===== src/design/emce_pkg.sv =====
// Constants, encodings and address decode helpers for the extended move/call executer
package emce_pkg;

    // ************************************************************
    // Widths
    // ************************************************************
    localparam int unsigned ADDR_W = 12;   // 4096-byte data space, 000h..FFFh
    localparam int unsigned DATA_W = 8;
    localparam int unsigned PC_W   = 21;
    localparam int unsigned WORD_W = 16;
    localparam int unsigned OFS_W  = 7;    // Indexed offset field
    localparam int unsigned LIT_W  = 6;    // Frame pointer add literal

    // ************************************************************
    // Opcodes
    // ************************************************************
    localparam logic [WORD_W-1:0] OPC_CALL_WORK   = 16'h0014;
    localparam logic [7:0]        OPC_MOVE_HI     = 8'heb;
    localparam int unsigned       MOVE_SEL_BIT    = 7;     // 0: to direct, 1: to indexed
    localparam logic [9:0]        OPC_ADD_RET_HI  = 10'h3a3;
    localparam logic [3:0]        OPC_SECOND_PFX  = 4'hf;
    localparam logic [PC_W-1:0]   PC_RETURN_STEP  = 21'h000002;

    // ************************************************************
    // Instruction cycle phases
    // ************************************************************
    localparam logic [1:0] PH_Q1 = 2'h0;
    localparam logic [1:0] PH_Q2 = 2'h1;
    localparam logic [1:0] PH_Q3 = 2'h2;
    localparam logic [1:0] PH_Q4 = 2'h3;

    // ************************************************************
    // Special register addresses in the data space
    // ************************************************************
    localparam logic [ADDR_W-1:0] PC_LOW_ADDR      = 12'hff9;
    localparam logic [ADDR_W-1:0] STACK_LOW_ADDR   = 12'hffd;
    localparam logic [ADDR_W-1:0] STACK_HIGH_ADDR  = 12'hffe;
    localparam logic [ADDR_W-1:0] STACK_UPPER_ADDR = 12'hfff;
    // Three indirect register groups, each a run of five addresses
    localparam logic [ADDR_W-1:0] IND_BASE0 = 12'hfeb;
    localparam logic [ADDR_W-1:0] IND_BASE1 = 12'hfe3;
    localparam logic [ADDR_W-1:0] IND_BASE2 = 12'hfdb;
    localparam logic [ADDR_W-1:0] IND_SPAN  = 12'h005;

    // Address falls in one of the indirect register groups
    function automatic logic is_indirect(input logic [ADDR_W-1:0] a);
        is_indirect = (a >= IND_BASE0 && a < IND_BASE0 + IND_SPAN) ||
                      (a >= IND_BASE1 && a < IND_BASE1 + IND_SPAN) ||
                      (a >= IND_BASE2 && a < IND_BASE2 + IND_SPAN);
    endfunction : is_indirect

    // Program counter low byte and stack top bytes cannot be move targets
    function automatic logic is_banned_dest(input logic [ADDR_W-1:0] a);
        is_banned_dest = (a == PC_LOW_ADDR) || (a == STACK_LOW_ADDR) ||
                         (a == STACK_HIGH_ADDR) || (a == STACK_UPPER_ADDR);
    endfunction : is_banned_dest

    // Frame pointer plus zero-extended offset, wrapping in the data space
    function automatic logic [ADDR_W-1:0] fp_offset(input logic [ADDR_W-1:0] fp,
                                                    input logic [OFS_W-1:0]  ofs);
        fp_offset = ADDR_W'(fp + {{(ADDR_W-OFS_W){1'b0}}, ofs});
    endfunction : fp_offset

endpackage : emce_pkg


===== src/design/emce_exec.sv =====
// Executer for the computed call, the two indexed moves and frame pointer add-and-return
// How it works
// - Call pushes PC plus two first
// - Call then loads PC low from working register
// - Then high/upper latches copied into PC
// - Call takes two cycles, second idle
// - Call leaves working, status, bank registers alone
// - Direct move source is frame pointer plus offset
// - Direct move destination is 12-bit literal
// - Both moves reach full 4096-byte space
// - Direct move refuses PC low, stack-top bytes
// - Indirect-register source reads as zero
// - Indexed move encoding, second word prefix 1111
// - Indexed move addresses are frame pointer plus offsets
// - Indexed move refuses PC low, stack-top bytes
// - Indirect-register indexed destination makes move nop
// - Add literal to frame pointer, then return
`timescale 1ns/1ns
module emce_exec
    import emce_pkg::*;
(
    // Clock, reset, enable
    input  wire logic              ref_clk_i,
    input  wire logic              nrst_i,
    input  wire logic              clk_en_i,
    // Instruction stream
    input  wire logic              instr_valid_i,
    input  wire logic [WORD_W-1:0] instr_word_i,
    // Core state
    input  wire logic [PC_W-1:0]   pc_i,
    input  wire logic [DATA_W-1:0] working_register_i,
    input  wire logic [DATA_W-1:0] pc_high_latch_i,
    input  wire logic [DATA_W-1:0] pc_upper_latch_i,
    input  wire logic [ADDR_W-1:0] frame_pointer_reg_i,
    input  wire logic [PC_W-1:0]   return_stack_top_i,
    // Data memory read data
    input  wire logic [DATA_W-1:0] rd_data_i,
    // Cycle status
    output logic      [1:0]        phase_o,
    output logic                   busy_o,
    // Return stack
    output logic                   stack_push_o,
    output logic      [PC_W-1:0]   stack_push_data_o,
    output logic                   stack_pop_o,
    // Program counter load
    output logic                   pc_load_o,
    output logic      [PC_W-1:0]   pc_load_value_o,
    // Frame pointer load
    output logic                   fp_load_o,
    output logic      [ADDR_W-1:0] fp_value_o,
    // Data memory
    output logic                   mem_rd_o,
    output logic      [ADDR_W-1:0] mem_rd_addr_o,
    output logic                   mem_wr_o,
    output logic      [ADDR_W-1:0] mem_wr_addr_o,
    output logic      [DATA_W-1:0] mem_wr_data_o,
    output logic                   illegal_dest_o
);

    // ************************************************************
    // Declarations
    // ************************************************************
    typedef enum logic [2:0] {
        ST_IDLE,
        ST_CALL_EXEC,
        ST_MOVE_READ,
        ST_RET_EXEC,
        ST_MOVE_WRITE,
        ST_NOP_CYCLE
    } emce_state_e;

    emce_state_e       st_q;
    logic [1:0]        q_q;
    logic [WORD_W-1:0] word1_q;
    logic [WORD_W-1:0] word2_q;
    logic              second_ok_q;
    logic              is_mvss_q;
    logic              src_ind_q;
    logic [DATA_W-1:0] src_data_q;
    logic              take_first;
    logic              dec_call;
    logic              dec_move;
    logic              dec_ret;
    logic              second_phase;
    logic [OFS_W-1:0]  ag_offset;
    logic [ADDR_W-1:0] ag_addr;
    logic              ag_ind;
    logic              ag_banned;

    // ************************************************************
    // Decode of the first word
    // ************************************************************
    // Words starting 1111 match no opcode here, so they fall through as nop
    always_comb begin
        take_first = (st_q == ST_IDLE) && (q_q == PH_Q1) && instr_valid_i;
        dec_call   = take_first && (instr_word_i == OPC_CALL_WORK);
        dec_move   = take_first && (instr_word_i[15:8] == OPC_MOVE_HI);
        dec_ret    = take_first && (instr_word_i[15:6] == OPC_ADD_RET_HI);
    end

    // ************************************************************
    // Address builder
    // ************************************************************
    // Shared adder; source offset in cycle one, destination offset in cycle two
    always_comb begin
        second_phase = (st_q == ST_MOVE_WRITE);
        ag_offset    = second_phase ? word2_q[OFS_W-1:0] : word1_q[OFS_W-1:0];
    end

    emce_addr_gen u_addr_gen (
        .frame_ptr_i   (frame_pointer_reg_i),
        .offset_i      (ag_offset),
        .direct_sel_i  (second_phase && !is_mvss_q),
        .direct_addr_i (word2_q[ADDR_W-1:0]),
        .addr_o        (ag_addr),
        .indirect_o    (ag_ind),
        .banned_o      (ag_banned)
    );

    // ************************************************************
    // Phase counter
    // ************************************************************
    // Free running Q1..Q4; one instruction cycle is four enabled clocks
    always_ff @(posedge ref_clk_i or negedge nrst_i) begin
        if (!nrst_i) begin
            q_q <= PH_Q1;
        end else if (clk_en_i) begin
            q_q <= 2'(q_q + 2'h1);
        end
    end

    // ************************************************************
    // Sequencer
    // ************************************************************
    always_ff @(posedge ref_clk_i or negedge nrst_i) begin
        if (!nrst_i) begin
            st_q <= ST_IDLE;
        end else if (clk_en_i) begin
            case (st_q)
                ST_IDLE: begin
                    if (dec_call) begin
                        st_q <= ST_CALL_EXEC;
                    end else if (dec_move) begin
                        st_q <= ST_MOVE_READ;
                    end else if (dec_ret) begin
                        st_q <= ST_RET_EXEC;
                    end
                end
                ST_CALL_EXEC, ST_RET_EXEC: begin
                    if (q_q == PH_Q4) begin
                        st_q <= ST_NOP_CYCLE;
                    end
                end
                ST_MOVE_READ: begin
                    if (q_q == PH_Q4) begin
                        st_q <= ST_MOVE_WRITE;
                    end
                end
                ST_MOVE_WRITE, ST_NOP_CYCLE: begin
                    if (q_q == PH_Q4) begin
                        st_q <= ST_IDLE;
                    end
                end
                default: begin
                    st_q <= ST_IDLE;
                end
            endcase
        end
    end

    // ************************************************************
    // Instruction word capture
    // ************************************************************
    // A missing or wrong-prefix second word cancels the write
    always_ff @(posedge ref_clk_i or negedge nrst_i) begin
        if (!nrst_i) begin
            word1_q     <= '0;
            word2_q     <= '0;
            second_ok_q <= 1'b0;
            is_mvss_q   <= 1'b0;
        end else if (clk_en_i) begin
            if (take_first) begin
                word1_q   <= instr_word_i;
                is_mvss_q <= instr_word_i[MOVE_SEL_BIT];
            end
            if (st_q == ST_MOVE_WRITE && q_q == PH_Q1) begin
                word2_q     <= instr_word_i;
                second_ok_q <= instr_valid_i &&
                               (instr_word_i[15:12] == OPC_SECOND_PFX);
            end
        end
    end

    // ************************************************************
    // Source read
    // ************************************************************
    // Read strobe during Q4 of cycle one, data taken at the end of Q4
    always_ff @(posedge ref_clk_i or negedge nrst_i) begin
        if (!nrst_i) begin
            mem_rd_o      <= 1'b0;
            mem_rd_addr_o <= '0;
            src_ind_q     <= 1'b0;
            src_data_q    <= '0;
        end else if (clk_en_i) begin
            mem_rd_o <= (st_q == ST_MOVE_READ) && (q_q == PH_Q3);
            if (st_q == ST_MOVE_READ && q_q == PH_Q3) begin
                mem_rd_addr_o <= ag_addr;
                src_ind_q     <= ag_ind;
            end
            if (st_q == ST_MOVE_READ && q_q == PH_Q4) begin
                src_data_q <= src_ind_q ? '0 : rd_data_i;
            end
        end
    end

    // ************************************************************
    // Destination write
    // ************************************************************
    // Banned targets are flagged, never written
    always_ff @(posedge ref_clk_i or negedge nrst_i) begin
        if (!nrst_i) begin
            mem_wr_o       <= 1'b0;
            mem_wr_addr_o  <= '0;
            mem_wr_data_o  <= '0;
            illegal_dest_o <= 1'b0;
        end else if (clk_en_i) begin
            mem_wr_o       <= 1'b0;
            illegal_dest_o <= 1'b0;
            if (st_q == ST_MOVE_WRITE && q_q == PH_Q3 && second_ok_q) begin
                if (ag_banned) begin
                    illegal_dest_o <= 1'b1;
                end else if (!(is_mvss_q && ag_ind)) begin
                    mem_wr_o      <= 1'b1;
                    mem_wr_addr_o <= ag_addr;
                    mem_wr_data_o <= src_data_q;
                end
            end
        end
    end

    // ************************************************************
    // Return stack, program counter and frame pointer
    // ************************************************************
    // Push at Q3 then PC load at Q4 keeps the documented order
    always_ff @(posedge ref_clk_i or negedge nrst_i) begin
        if (!nrst_i) begin
            stack_push_o      <= 1'b0;
            stack_push_data_o <= '0;
            stack_pop_o       <= 1'b0;
            pc_load_o         <= 1'b0;
            pc_load_value_o   <= '0;
            fp_load_o         <= 1'b0;
            fp_value_o        <= '0;
        end else if (clk_en_i) begin
            stack_push_o <= 1'b0;
            stack_pop_o  <= 1'b0;
            pc_load_o    <= 1'b0;
            fp_load_o    <= 1'b0;
            if (st_q == ST_CALL_EXEC && q_q == PH_Q3) begin
                stack_push_o      <= 1'b1;
                stack_push_data_o <= PC_W'(pc_i + PC_RETURN_STEP);
            end
            if (st_q == ST_CALL_EXEC && q_q == PH_Q4) begin
                pc_load_o       <= 1'b1;
                pc_load_value_o <= {pc_upper_latch_i[PC_W-17:0],
                                    pc_high_latch_i,
                                    working_register_i};
            end
            if (st_q == ST_RET_EXEC && q_q == PH_Q4) begin
                fp_load_o       <= 1'b1;
                fp_value_o      <= ADDR_W'(frame_pointer_reg_i +
                                   {{(ADDR_W-LIT_W){1'b0}}, word1_q[LIT_W-1:0]});
                pc_load_o       <= 1'b1;
                pc_load_value_o <= return_stack_top_i;
                stack_pop_o     <= 1'b1;
            end
        end
    end

    // ************************************************************
    // Status outputs
    // ************************************************************
    always_ff @(posedge ref_clk_i or negedge nrst_i) begin
        if (!nrst_i) begin
            phase_o <= PH_Q1;
            busy_o  <= 1'b0;
        end else if (clk_en_i) begin
            phase_o <= 2'(q_q + 2'h1);
            busy_o  <= (st_q != ST_IDLE) || dec_call || dec_move || dec_ret;
        end
    end

    // ************************************************************
    // Assertions
    // ************************************************************
    property p_call_push;
        @(posedge ref_clk_i) disable iff (!nrst_i)
        (clk_en_i && st_q == ST_CALL_EXEC && q_q == PH_Q3) |=>
            stack_push_o && stack_push_data_o == PC_W'($past(pc_i) + 21'h000002);
    endproperty
    a_call_push: assert property (p_call_push) else $error("call push wrong");

    property p_call_low;
        @(posedge ref_clk_i) disable iff (!nrst_i)
        (clk_en_i && st_q == ST_CALL_EXEC && q_q == PH_Q4) |=>
            pc_load_o && pc_load_value_o[7:0] == $past(working_register_i) && !stack_push_o;
    endproperty
    a_call_low: assert property (p_call_low) else $error("call low byte wrong");

    property p_call_latch;
        @(posedge ref_clk_i) disable iff (!nrst_i)
        stack_push_o && clk_en_i ##1 pc_load_o |->
            pc_load_value_o[15:8] == $past(pc_high_latch_i) &&
            pc_load_value_o[20:16] == $past(pc_upper_latch_i[4:0]);
    endproperty
    a_call_latch: assert property (p_call_latch) else $error("call latch copy");

    property p_call_two;
        @(posedge ref_clk_i) disable iff (!nrst_i)
        (clk_en_i && dec_call) |=> (st_q == ST_CALL_EXEC)[*3] ##1
            (st_q == ST_NOP_CYCLE && !stack_push_o && !mem_wr_o)[*4] ##1 st_q == ST_IDLE;
    endproperty
    a_call_two: assert property (p_call_two) else $error("call not two cycles");

    property p_src_addr;
        @(posedge ref_clk_i) disable iff (!nrst_i)
        $rose(mem_rd_o) && $past(clk_en_i) |->
            mem_rd_addr_o == fp_offset($past(frame_pointer_reg_i), word1_q[6:0]);
    endproperty
    a_src_addr: assert property (p_src_addr) else $error("source address");

    property p_dir_dest;
        @(posedge ref_clk_i) disable iff (!nrst_i)
        mem_wr_o && !is_mvss_q |-> mem_wr_addr_o == word2_q[11:0];
    endproperty
    a_dir_dest: assert property (p_dir_dest) else $error("direct destination");

    property p_banned;
        @(posedge ref_clk_i) disable iff (!nrst_i)
        mem_wr_o |-> !is_banned_dest(mem_wr_addr_o) && !illegal_dest_o;
    endproperty
    a_banned: assert property (p_banned) else $error("banned destination written");

    property p_ind_src;
        @(posedge ref_clk_i) disable iff (!nrst_i)
        mem_wr_o && is_indirect(mem_rd_addr_o) |-> mem_wr_data_o == 8'h00;
    endproperty
    a_ind_src: assert property (p_ind_src) else $error("indirect source nonzero");

    property p_ind_dst;
        @(posedge ref_clk_i) disable iff (!nrst_i)
        mem_wr_o && is_mvss_q |-> !is_indirect(mem_wr_addr_o);
    endproperty
    a_ind_dst: assert property (p_ind_dst) else $error("indirect destination written");

    property p_add_ret;
        @(posedge ref_clk_i) disable iff (!nrst_i)
        $rose(fp_load_o) && $past(clk_en_i) |-> pc_load_o && stack_pop_o &&
            pc_load_value_o == $past(return_stack_top_i) &&
            fp_value_o == 12'($past(frame_pointer_reg_i) + {6'h00, word1_q[5:0]});
    endproperty
    a_add_ret: assert property (p_add_ret) else $error("add and return wrong");

    property p_stray;
        @(posedge ref_clk_i) disable iff (!nrst_i)
        (clk_en_i && take_first && instr_word_i[15:12] == OPC_SECOND_PFX) |=> st_q == ST_IDLE;
    endproperty
    a_stray: assert property (p_stray) else $error("stray second word acted");

    c_call:  cover property (@(posedge ref_clk_i) disable iff (!nrst_i) dec_call && clk_en_i);
    c_mvsf:  cover property (@(posedge ref_clk_i) disable iff (!nrst_i) mem_wr_o && !is_mvss_q);
    c_mvss:  cover property (@(posedge ref_clk_i) disable iff (!nrst_i) mem_wr_o && is_mvss_q);
    c_illeg: cover property (@(posedge ref_clk_i) disable iff (!nrst_i) illegal_dest_o);

endmodule : emce_exec


===== src/design/emce_addr_gen.sv =====
// Address builder for the indexed moves: indexed or direct address plus its flags
`timescale 1ns/1ns
module emce_addr_gen
    import emce_pkg::*;
(
    // Operands
    input  wire logic [ADDR_W-1:0] frame_ptr_i,
    input  wire logic [OFS_W-1:0]  offset_i,
    input  wire logic              direct_sel_i,
    input  wire logic [ADDR_W-1:0] direct_addr_i,
    // Result
    output logic      [ADDR_W-1:0] addr_o,
    output logic                   indirect_o,
    output logic                   banned_o
);

    // ************************************************************
    // Address and its classification
    // ************************************************************
    // Full 12-bit result so every location is reachable
    always_comb begin
        addr_o     = direct_sel_i ? direct_addr_i : fp_offset(frame_ptr_i, offset_i);
        indirect_o = is_indirect(addr_o);
        banned_o   = is_banned_dest(addr_o);
    end

endmodule : emce_addr_gen


===== config.mk =====
export PLATFORM = sky130hd
export DESIGN_NAME = emce_exec
export DESIGN_NICKNAME = d
export VERILOG_FILES = /design/src/design/emce_pkg.sv /design/src/design/emce_exec.sv /design/src/design/emce_addr_gen.sv
export SDC_FILE = /design/constraint.sdc
export NUM_CORES = 1
export LEC_CHECK = 0
export BUFFER_PORTS_ARGS = -buffer_cell sky130_fd_sc_hd__buf_4
export CAP_MARGIN = 20
export CORE_MARGIN = 2
export CORE_UTILIZATION = 55
export DETAILED_ROUTE_END_ITERATION = 12
export GPL_ROUTABILITY_DRIVEN = 0
export PLACE_DENSITY = 0.93
export SLEW_MARGIN = 10
export SYNTH_ARGS = -nofsm -noshare
export SYNTH_HDL_FRONTEND = slang
export SYNTH_SLANG_ARGS = --single-unit

===== constraint.sdc =====
create_clock -name ref_clk_i -period 7.7 [get_ports ref_clk_i]
set_clock_uncertainty 0.15 [all_clocks]
set_input_delay 1.155 -clock ref_clk_i [delete_from_list [all_inputs] [get_ports ref_clk_i]]
set_output_delay 1.155 -clock ref_clk_i [all_outputs]
set_load 0.01 [all_outputs]

== Word level (Yosys, flattened, before mapping) ==
Cells that the tools add are included.

* Flip-flop bits (word level): 128
* Bits in latches: 0
* Bits in writable memories: 0
* Memory bits (read-only): 0
* Input bits: 106
* Output and inout bits: 96
* Word-level logic and storage cells: 116
* Memories kept: 0

* Add/subtract/negate cells: 4
* $mul: 0
* Divide/modulo/power cells: 0
* $lt $le $gt $ge: 6
* Eq/ne operators: 19
* Shifts and indexed selects: 0
* Muxes and demuxes: 21
* Bitwise operators: 2
* Reductions and logical operators: 43

{| class="wikitable"
|+ Operators with widths
! cell !! number
|-
| $eq A12 B12 Y1 const B || 4
|-
| $mux W21 || 2
|-
| $ge A12 B12 Y1 const B || 3
|-
| $lt A12 B12 Y1 const B || 3
|-
| $add A21 B2 Y21 const B || 1
|-
| $logic_and A1 B1 Y1 || 19
|-
| $mux W3 || 6
|-
| $eq A16 B5 Y1 const B || 1
|-
| $reduce_and A2 Y1 || 7
|-
| $add A12 B6 Y12 || 1
|-
| $add A12 B7 Y12 || 1
|-
| $mux W12 || 1
|-
| $pmux W3 S4 || 1
|-
| $eq A10 B10 Y1 const B || 1
|-
| $mux W1 || 9
|-
| $eq A8 B8 Y1 const B || 1
|-
| $logic_or A1 B1 Y1 || 8
|-
| $mux W8 || 1
|-
| $mux W7 || 1
|-
| $eq A3 B2 Y1 const B || 2
|-
| $eq A3 B3 Y1 const B || 2
|-
| $reduce_and A5 Y1 || 1
|-
| $eq A2 B2 Y1 const B || 2
|-
| $eq A4 B4 Y1 const B || 1
|-
| other kinds (13) || 16
|}

== Longest topological paths before layout ==
Gate-level depths: netlist of the first run.

* Depth in word-level cells: 12
* Gate-level depth with buffers: 15

== By module ==
A second synthesis of the first run with hierarchy kept.

* Cells, all modules: 647
* Area, all modules: 6976.7 um^2

{| class="wikitable"
|+ Modules (own cells, without submodules)
! module !! instances !! cells each !! area an instance (um^2) !! seq. area each (um^2)
|-
| emce_exec || 1 || 520 || 6084.6 || 3203.1
|-
| emce_addr_gen || 1 || 127 || 892.1 || 0.0
|}

== Worst setup path after synthesis of the first run ==
OpenSTA, ideal clock, no wires.

* Path kind: flip-flop to flip-flop
* From: register st_q[0]
* To: register mem_wr_addr_o[2]
* Setup time: 125 ps
* Data arrival time: 3809 ps
* Required time: 7425 ps
* Setup slack: 3616 ps
* Stages on the path, launching flop included: 16
* Buffers on the path: 3
* Cells stage by stage: dfrtp_1 > buf_2 > nor2_1 > and2_1 > clkbuf_1 > mux2_2 > ha_1 > fa_1 > a21o_1 > a221oi_1 > xor2_1 > o31a_1 > a2111oi_2 > o31ai_2 > buf_6 > mux2_4

* Word-level cells in the longest chain between the ends: 11

{| class="wikitable"
|+ Ends and longest elaborated chain
! element !! RTL line !! source
|-
| from (decl) || emce_exec.sv:72 || <nowiki>emce_state_e st_q;</nowiki>
|-
| from (signal assigned) || emce_exec.sv:137 || <nowiki>st_q <= ST_IDLE;</nowiki>
|-
| from (signal assigned) || emce_exec.sv:142 || <nowiki>st_q <= ST_CALL_EXEC;</nowiki>
|-
| from (signal assigned) || emce_exec.sv:144 || <nowiki>st_q <= ST_MOVE_READ;</nowiki>
|-
| $eq A3 B3 Y1 * || emce_exec.sv:106, emce_exec.sv:229 ||
|-
| $mux W7 || emce_exec.sv:107 || <nowiki>ag_offset = second_phase ? word2_q[OFS_W-1:0] : word1_q[OFS_W-1:0];</nowiki>
|-
| $add A12 B7 Y12 || emce_pkg.sv:61 || <nowiki>fp_offset = ADDR_W'(fp + {{(ADDR_W-OFS_W){1'b0}}, ofs});</nowiki>
|-
| $mux W12 || emce_addr_gen.sv:22 || <nowiki>addr_o = direct_sel_i ? direct_addr_i : fp_offset(frame_ptr_i, offset_i);</nowiki>
|-
| $ge A12 B12 Y1 (tied with other cells) || emce_pkg.sv:47 || <nowiki>is_indirect = (a >= IND_BASE0 && a < IND_BASE0 + IND_SPAN) ||</nowiki>
|-
| $logic_and A1 B1 Y1 (on tied branches) || emce_pkg.sv:47, emce_pkg.sv:48 ||
|-
| $logic_or A1 B1 Y1 || emce_pkg.sv:47 ||
|-
| $logic_or A1 B1 Y1 || emce_pkg.sv:48 || <nowiki>(a >= IND_BASE1 && a < IND_BASE1 + IND_SPAN) ||</nowiki>
|-
| $logic_and A1 B1 Y1 || emce_exec.sv:232 || <nowiki>end else if (!(is_mvss_q && ag_ind)) begin</nowiki>
|-
| $not A1 Y1 (no line) || n/a ||
|-
| $reduce_and A4 Y1 (no line) || n/a ||
|-
| to (signal assigned) || emce_exec.sv:234 || <nowiki>mem_wr_addr_o <= ag_addr;</nowiki>
|-
| to (decl) || emce_exec.sv:55 || <nowiki>output logic [ADDR_W-1:0] mem_wr_addr_o,</nowiki>
|}

Mark *: on every way between the ends. The rest lies on a longest branch, timed or not.
A chain may end at the register's enable or synchronous reset.

== Worst setup path after layout of the first run ==
* From: register st_q[1]
* To: register mem_wr_data_o[0]

* Word-level cells in the longest chain between the ends: 11

{| class="wikitable"
|+ Ends and longest elaborated chain
! element !! RTL line !! source
|-
| $eq A3 B3 Y1 * || emce_exec.sv:106, emce_exec.sv:229 ||
|-
| $mux W7 || emce_exec.sv:107 ||
|-
| $add A12 B7 Y12 || emce_pkg.sv:61 ||
|-
| $mux W12 || emce_addr_gen.sv:22 ||
|-
| $ge A12 B12 Y1 (tied with other cells) || emce_pkg.sv:47 ||
|-
| $logic_and A1 B1 Y1 (on tied branches) || emce_pkg.sv:47, emce_pkg.sv:48 ||
|-
| $logic_or A1 B1 Y1 || emce_pkg.sv:47 ||
|-
| $logic_or A1 B1 Y1 || emce_pkg.sv:48 ||
|-
| $logic_and A1 B1 Y1 || emce_exec.sv:232 ||
|-
| $not A1 Y1 (no line) || n/a ||
|-
| $reduce_and A4 Y1 (no line) * || n/a ||
|-
| to (signal assigned) || emce_exec.sv:235 || <nowiki>mem_wr_data_o <= src_data_q;</nowiki>
|-
| to (decl) || emce_exec.sv:56 || <nowiki>output logic [DATA_W-1:0] mem_wr_data_o,</nowiki>
|}

Marks and branches as above.

==> results of run 1 <==
## worst max-delay path: stages, from the launching register on
cell and delay, ns:
dfrtp_1 0.50, nor2_1 0.21, and2_1 0.47, mux2_2 0.41
ha_1 0.22, fa_1 0.45, a211oi_1 0.37, or4_1 0.19
and3_2 0.22, o2111ai_1 0.17, a2111oi_2 0.53, o31ai_4 0.10
buf_4 0.27, mux2_1 0.35
## kinds of logic (layout without fill, tap and decap cells)
kind of cell	count (synthesis)	in the layout	share of synthesized area (%)
XOR/XNOR	31	31	4.108
AO/OA/AOI/OAI	157	157	14.63
AND/OR/NAND/NOR	189	189	14.07
multiplexers	61	61	11.09
flip-flops	128	128	48.47
buffers and inverters	52	257	3.616
adder cells (fa/ha/maj)	20	20	4.014
## area by class of cell
| class | instances | area (sq um) | area share, % |
|---|---|---|---|
| multi-input cells | 458 | 3181 | 36.28 |
| well taps | 147 | 183.9 | 2.098 |
| flip-flops and latches | 128 | 3203 | 36.53 |
| repair buffers | 204 | 1535 | 17.51 |
| clock inverters | 7 | 110.1 | 1.256 |
| clock buffers | 23 | 467.9 | 5.338 |
| inverters | 23 | 86.33 | 0.9847 |
## routing by layer
metal / share of wire (%) / wire length [microns]
met5: 0 / 0
met4: 1.8 / 310
met3: 7.1 / 1184
met2: 50 / 8342
met1: 41 / 6945
## worst min path at each step
stage	cells past startpoint	from	end	slack, ns
after floorplan	2	src_data_q[0]	src_data_q[0]	0.30
final	2	stack_push_data_o[3]	stack_push_data_o[3]	0.33
after detailed placement	2	fp_value_o[8]	fp_value_o[8]	0.32
after global routing	2	stack_push_data_o[3]	stack_push_data_o[3]	0.36
after CTS	2	fp_value_o[8]	fp_value_o[8]	0.33
after global placement	2	src_data_q[0]	src_data_q[0]	0.31
## state kept, by name (all words and copies together) (netlist names), 2 cells and up
name               cells
src_data_q             8
pc_load_value_o       21
stack_push_data_o     21
fp_value_o            12
mem_wr_data_o          8
st_q                   3
phase_o                2
mem_rd_addr_o         12
word1_q                7
mem_wr_addr_o         12
word2_q               12
## power by group
group	internal, mW	switching [mW]
Clock	0.519	0.266
Combinational	0.493	0.576
Sequential	0.841	0.138
## synth_stat cells (2+ instances only)
master	n
a211oi_1	5
a21o_1	6
a21oi_1	10
a31oi_1	5
and2_1	3
and3_1	6
and4_1	3
buf_2	2
buf_6	5
clkbuf_1	21
dfrtp_1	128
fa_1	2
ha_1	18
inv_1	23
mux2_2	37
mux2_4	15
mux2i_1	8
nand2_1	88
nand2b_1	10
nand3_1	15
nand4_1	8
nor2_1	26
nor2b_1	3
nor3_1	5
nor4_1	3
nor4b_1	3
o211ai_1	2
o21a_1	2
o21ai_0	82
o21ai_1	2
o22ai_1	20
o31ai_1	5
or2_2	2
or4_1	4
xnor2_1	14
xor2_1	17
==> metrics, run 1 <==
status=finished, final reports clean; clk sinks=128; leakage=4.279 nW; first-pass GRT wire length=27.07 mm; Post-Syn Nets=764; input/output buffers=198; power consumption=2.832 mW; Post-Syn Area per Cell=10.36 sq um; global routing met3 resource utilization=7.705%; fin worst setup slack=2.957 ns; share of the yosys chip area belonging to registers=48.47%; DR WL/cell=16.95 microns; number of remaining DRC errors=0; Slew HR=37.03%; clk buf depth=2; Yosys Warn Count=0; crit path kind=reg2reg; fin crit share=61.59%; Clk pin slew, worst setup/hold paths=0.06 ns; Avg Vias per Cell=5.636; EDFF count, synth=0; RSZ-0062 raised after global routing=no; final setup TNS=0 ns; HP Class=reg2reg; Crit. End Element=flip-flop; most frequent cells in the layout=buf_4, dfrtp_1, nand2_1; pwr dens=323.0 nW/um^2; WHS=0.3280 ns; M1 GR Usage=34.17%; Overflow after GRT=0; worst reg-to-reg path cell count=13; die height=113.6 microns; Post-layout nets=958; CTS resizes=0; synthesized area=6609 sq um; Inst Count DP=959; commonest non-fill, non-tap cell in the layout=buf_4; Area contributors post-synth=dfrtp_1, mux2_2, o21ai_0, nand2_1, ha_1; ys flop type=dfrtp_1; # rows=40; type of origin of the critical path=flip-flop; Ports=202; largest area contributor in the netlist=dfrtp_1; worst-path fanout max=21; total CTS buffers=17; Synth Register Bits=128; Critical R2R Launch=st_q[1]; post-synth cell types=66; top cell type's share of synthesized area=48.47%; area delta synth->final=32.66%; crit path to=mem_wr_data_o[0]; Root Driver=clkbuf_16; FFs w/ async S/R, synth=100.0%; postcts setup bufs=0; Pins Over Slew Limit=0; Cells after Synth=638; via count=5580; Hold Violations, Final=0; crit path launch=st_q[1]; GR peak layer=met2; TritonCTS clock tree=built; GRT Overall Usage=26.84%; vias in the first global route=5528; Iteration-0 DRC Markers=425; post-layout util=73.91%; DPL Wire Length=12.41 mm; reg-to-reg endpoint=mem_wr_data_o[0]; starting density of the core=55.72%; H-tree Lvls=4; worst-margin pin slew=0.9445 ns; Final Instance Area=8767 sq um; Worst-Skew Late Latency=0.41 ns; Die Footprint=12910 sq um; ratio of cells with drive above 1 in the final layout=34.88%; pre-CTS setup slack=3.135 ns; reg2reg setup slack=2.96 ns; final antenna-violating net count=0; core area=11860 sq um; Die X=113.6 microns; Pre-Repair DR Iteration Count=5; Layout fillers=802; # setup viols final=0; initial antenna violation count=0; Non-Filler Instances=990; max cap viols=0; VDD IR-drop max=0.0001881 V; FMAX=210.8 MHz; Min Clock Period, post-route=4.743 ns; post-placement cell area=8178 sq um; worst path required time=7.84 ns; WL final=16.78 mm; GRT met2 Usage=44.51%; Hold Buf Count CTS=0; worst path arrival time=4.89 ns; Antenna Cells=0; pin count of the biggest net entering global routing=80
Power figures use the tool's default switching activity.
==> inputs of run 2 (changes only) <==
CORE_UTILIZATION = 52   (was 55)
PLACE_DENSITY = 0.89   (was 0.93)
clock period = 4.4 ns   (was 7.7 ns; I/O delays follow)
==> metrics, run 2 (synthesis gave the netlist of run 1 again) <==
max cap viols=0; vias in the first global route=5289; worst-path fanout max=21; Overflow after GRT=0; Post-layout nets=964; worst path arrival time=4.31 ns; reg-to-reg endpoint=mem_wr_data_o[0]; GRT Overall Usage=25.25%; Pins Over Slew Limit=0; Pre-Repair DR Iteration Count=4; Largest regs=pc_load_value_o (21), stack_push_data_o (21); WHS=-0.005272 ns; Slew HR=45.30%; Critical R2R Launch=st_q[0]; Hold Buf Count CTS=0; # rows=41; FMAX=239.9 MHz; final setup TNS=0 ns; worst reg-to-reg path cell count=13; total CTS buffers=17; Root Driver=clkbuf_16; ratio of cells with drive above 1 in the final layout=35.84%; postcts setup bufs=0; die height=116.7 microns; input/output buffers=198; via count=5527; failing checks=negative hold slack; H-tree Lvls=4; Hold Violations, Final=10; Ports=202; initial antenna violation count=0; crit path kind=reg2reg; post-placement cell area=8279 sq um; VDD IR-drop max=0.0003464 V; first-pass GRT wire length=26.39 mm; most frequent cells in the layout=buf_4, dfrtp_1, nand2_1; type of origin of the critical path=flip-flop; Worst-Skew Late Latency=0.42 ns; clk sinks=128; Crit. End Element=flip-flop; worst-margin pin slew=0.8182 ns; Antenna Cells=0; TritonCTS clock tree=built; pin count of the biggest net entering global routing=84; RSZ-0062 raised after global routing=no; status=finished, violations left; CTS resizes=0; commonest non-fill, non-tap cell in the layout=buf_4; fin crit share=94.72%; Avg Vias per Cell=5.403; power consumption=5.131 mW; Die Footprint=13630 sq um; core area=12520 sq um; Clk pin slew, worst setup/hold paths=0.06 ns; DPL Wire Length=12.56 mm; Layout fillers=926; Die X=116.7 microns; worst path required time=4.55 ns; area delta synth->final=35.33%; HP Class=in2async; starting density of the core=52.80%; pwr dens=573.7 nW/um^2; Final Instance Area=8944 sq um; # setup viols final=0; DR WL/cell=16.70 microns; Iteration-0 DRC Markers=266; leakage=4.340 nW; clk buf depth=2; Min Clock Period, post-route=4.168 ns; crit path launch=st_q[0]; number of remaining DRC errors=0; WL final=17.08 mm; crit path to=mem_wr_data_o[0]; reg2reg setup slack=0.23 ns; final antenna-violating net count=0; post-layout util=71.45%
==> run 2: per-stage QoR <==
| stage | worst slack, ns | cells |
|---|---|---|
| floorplan | 0.3158 | 638 |
| global placement | 0.3670 | 990 |
| detailed placement | 0.2614 | 990 |
| CTS | 0.1863 | 1022 |
| global route | 0.01479 | 1023 |
| finish | 0.2323 | 1023 |
==> run 2: power breakdown <==
group | total (mW) | leakage [nW] | switching [mW] | internal (mW)
clock network | 1.48 | 0.302 | 0.495 | 0.989
logic | 1.94 | 2.36 | 1.04 | 0.896
registers | 1.71 | 1.68 | 0.239 | 1.47
total | 5.13 | 4.34 | 1.78 | 3.36
==> run 2: cell type report <==
| class | count | area (sq um) | share of cell area [%] |
|---|---|---|---|
| flip-flops and latches | 128 | 3203 | 35.81 |
| multi-input cells | 458 | 3186 | 35.62 |
| repair buffers | 210 | 1622 | 18.13 |
| clock buffers | 22 | 474.2 | 5.302 |
| well taps | 172 | 215.2 | 2.406 |
| clock inverters | 10 | 157.7 | 1.763 |
| inverters | 23 | 86.33 | 0.9653 |
==> run 2: worst min path at each step <==
stage / to / cells after the start
2_1_floorplan: busy_o / 0
4_1_cts: stack_push_data_o[1] / 2
3_5_place_dp: second_ok_q / 2
6_report: word2_q[3] / 1
3_3_place_gp: src_data_q[0] / 2
5_1_grt: word2_q[1] / 1
==> run 2: critical path, stage by stage, from the launching register on <==
cell	delay, ns
dfrtp_1	0.38
nor2_1	0.11
and2_1	0.23
buf_4	0.19
mux2_2	0.34
ha_1	0.40
o211ai_1	0.19
o211a_1	0.30
o221a_1	0.29
o31a_1	0.33
a2111oi_2	0.47
o31ai_4	0.12
buf_12	0.20
mux2_1	0.33
==> run 2: routing by layer <==
metal | global-route usage (%) | vias to the layer above | share of wire [%]
li1 | - | 2675 | -
met1 | 31.78 | 2653 | 42
met2 | 41.70 | 168 | 49
met3 | 7.109 | 31 | 6.8
met4 | 9.333 | 0 | 1.9
met5 | 0 | - | 0
==> inputs of run 3 (changes only) <==
--- a/config.mk
+++ b/config.mk
@@ -12,4 +12,5 @@
 export DETAILED_ROUTE_END_ITERATION = 12
 export GPL_ROUTABILITY_DRIVEN = 0
+export MAX_ROUTING_LAYER = met4
 export PLACE_DENSITY = 0.89
 export SLEW_MARGIN = 10
--- a/constraint.sdc
+++ b/constraint.sdc
@@ -3,3 +3,3 @@
 set_input_delay 0.66 -clock ref_clk_i [delete_from_list [all_inputs] [get_ports ref_clk_i]]
 set_output_delay 0.66 -clock ref_clk_i [all_outputs]
-set_load 0.01 [all_outputs]
+set_load 0.1 [all_outputs]
==> metrics, run 3 (synthesis gave the netlist of run 1 again) <==
status=finished, violations left; failing checks=negative hold slack; worst-margin pin slew=0.8304 ns; input/output buffers=198; number of remaining DRC errors=0; TritonCTS clock tree=built; GRT Overall Usage=26.04%; die height=116.7 microns; Avg Vias per Cell=5.405; initial antenna violation count=0; leakage=4.340 nW; VDD IR-drop max=0.0006214 V; Slew HR=44.48%; Hold Violations, Final=8; post-placement cell area=8279 sq um; delay-heaviest family, CP=compound AO/OA/AOI/OAI gates; Layout fillers=926; WL final=17.11 mm; clk buf depth=2; Ports=202; commonest non-fill, non-tap cell in the layout=buf_4; post-layout util=71.45%; FMAX=239.7 MHz; DPL Wire Length=12.56 mm; core area=12520 sq um; CTS resizes=0; Largest regs=pc_load_value_o (21), stack_push_data_o (21); # rows=41; CP cell instances=nor2_1 > and2_1 > buf_4 > mux2_2 > ha_1 > o211ai_1 > o211a_1 > o221a_1 > o31a_1 > a2111oi_2 > o31ai_4 > buf_12 > mux2_1; Pre-Repair DR Iteration Count=4; clk sinks=128; Iteration-0 DRC Markers=300; Pins Over Slew Limit=0; power consumption=6.500 mW; Final Instance Area=8944 sq um; postcts setup bufs=0; Clk pin slew, worst setup/hold paths=0.06 ns; Overflow after GRT=0; # setup viols final=0; Worst-Skew Late Latency=0.42 ns; type of origin of the critical path=flip-flop; area delta synth->final=35.33%; pin count of the biggest net entering global routing=84; DR WL/cell=16.72 microns; final antenna-violating net count=0; H-tree Lvls=4; first-pass GRT wire length=26.34 mm; Hold Buf Count CTS=0; via count=5529; Crit. End Element=flip-flop; worst-path fanout max=21; pwr dens=726.7 nW/um^2; vias in the first global route=5307; final setup TNS=0 ns; ratio of cells with drive above 1 in the final layout=35.84%; Die X=116.7 microns; Die Footprint=13630 sq um; total CTS buffers=17; HP Class=in2async; CP max stage delay=0.47 ns; Post-layout nets=964; crit path kind=reg2reg; RSZ-0062 raised after global routing=no; Min Clock Period, post-route=4.172 ns; Antenna Cells=0; area of the multi-input gates=3186 sq um; worst path required time=4.55 ns; starting density of the core=52.80%; max cap viols=0; Root Driver=clkbuf_16; Reg area=3203 sq um; CP max stage cell=a2111oi_2; worst path arrival time=4.32 ns; fin crit share=94.82%; WHS=-0.004245 ns; CP Buf/Inv Count=2; most frequent cells in the layout=buf_4, dfrtp_1, nand2_1
[run 3: metrics by stage]
stage	setup slack (ns)	instances	hold WS [ns]
6_report	0.2279	1023	-0.004245
3_3_place_gp	0.3670	990	0.3100
2_1_floorplan	0.3145	638	0.2144
4_1_cts	0.1863	1022	0.3019
3_5_place_dp	0.2614	990	0.3216
5_1_grt	0.01498	1023	0.007517
[run 3: layout make-up]
type | count | area share, %
inverters | 23 | 0.9653
flip-flops and latches | 128 | 35.81
multi-input cells | 458 | 35.62
repair buffers | 210 | 18.13
clock buffers | 22 | 5.302
well taps | 172 | 2.406
clock inverters | 10 | 1.763
[run 3: final timing paths]
kind | from | to | slack (ns) | cells after the start
max | st_q[1] | mem_wr_data_o[0] | 0.23 | 13
min | nrst_i | word2_q[3] | -0.004 | 1
max reg2reg | st_q[1] | mem_wr_data_o[0] | 0.23 | 13
min reg2reg | stack_push_data_o[12] | stack_push_data_o[12] | 0.33 | 2
max in group asynchronous | nrst_i | mem_wr_o | 3.50 | 2
min in group ref_clk_i | pc_i[1] | stack_push_data_o[1] | 0.31 | 2
[run 3: power by group]
part	total, mW	leakage (nW)	internal (mW)	switching, mW
Combinational	3.30	2.36	0.908	2.39
Sequential	1.71	1.68	1.47	0.240
Clock	1.49	0.302	0.989	0.498
[run 3: per-layer routing]
layer | share of wire [%] | vias to the layer above | global-route usage (%)
met4 | 1.7 | 0 | 9.647
met1 | 42 | 2639 | 32.19
met2 | 49 | 186 | 41.39
li1 | - | 2672 | -
met3 | 6.8 | 32 | 6.746
met5 | 0 | - | -
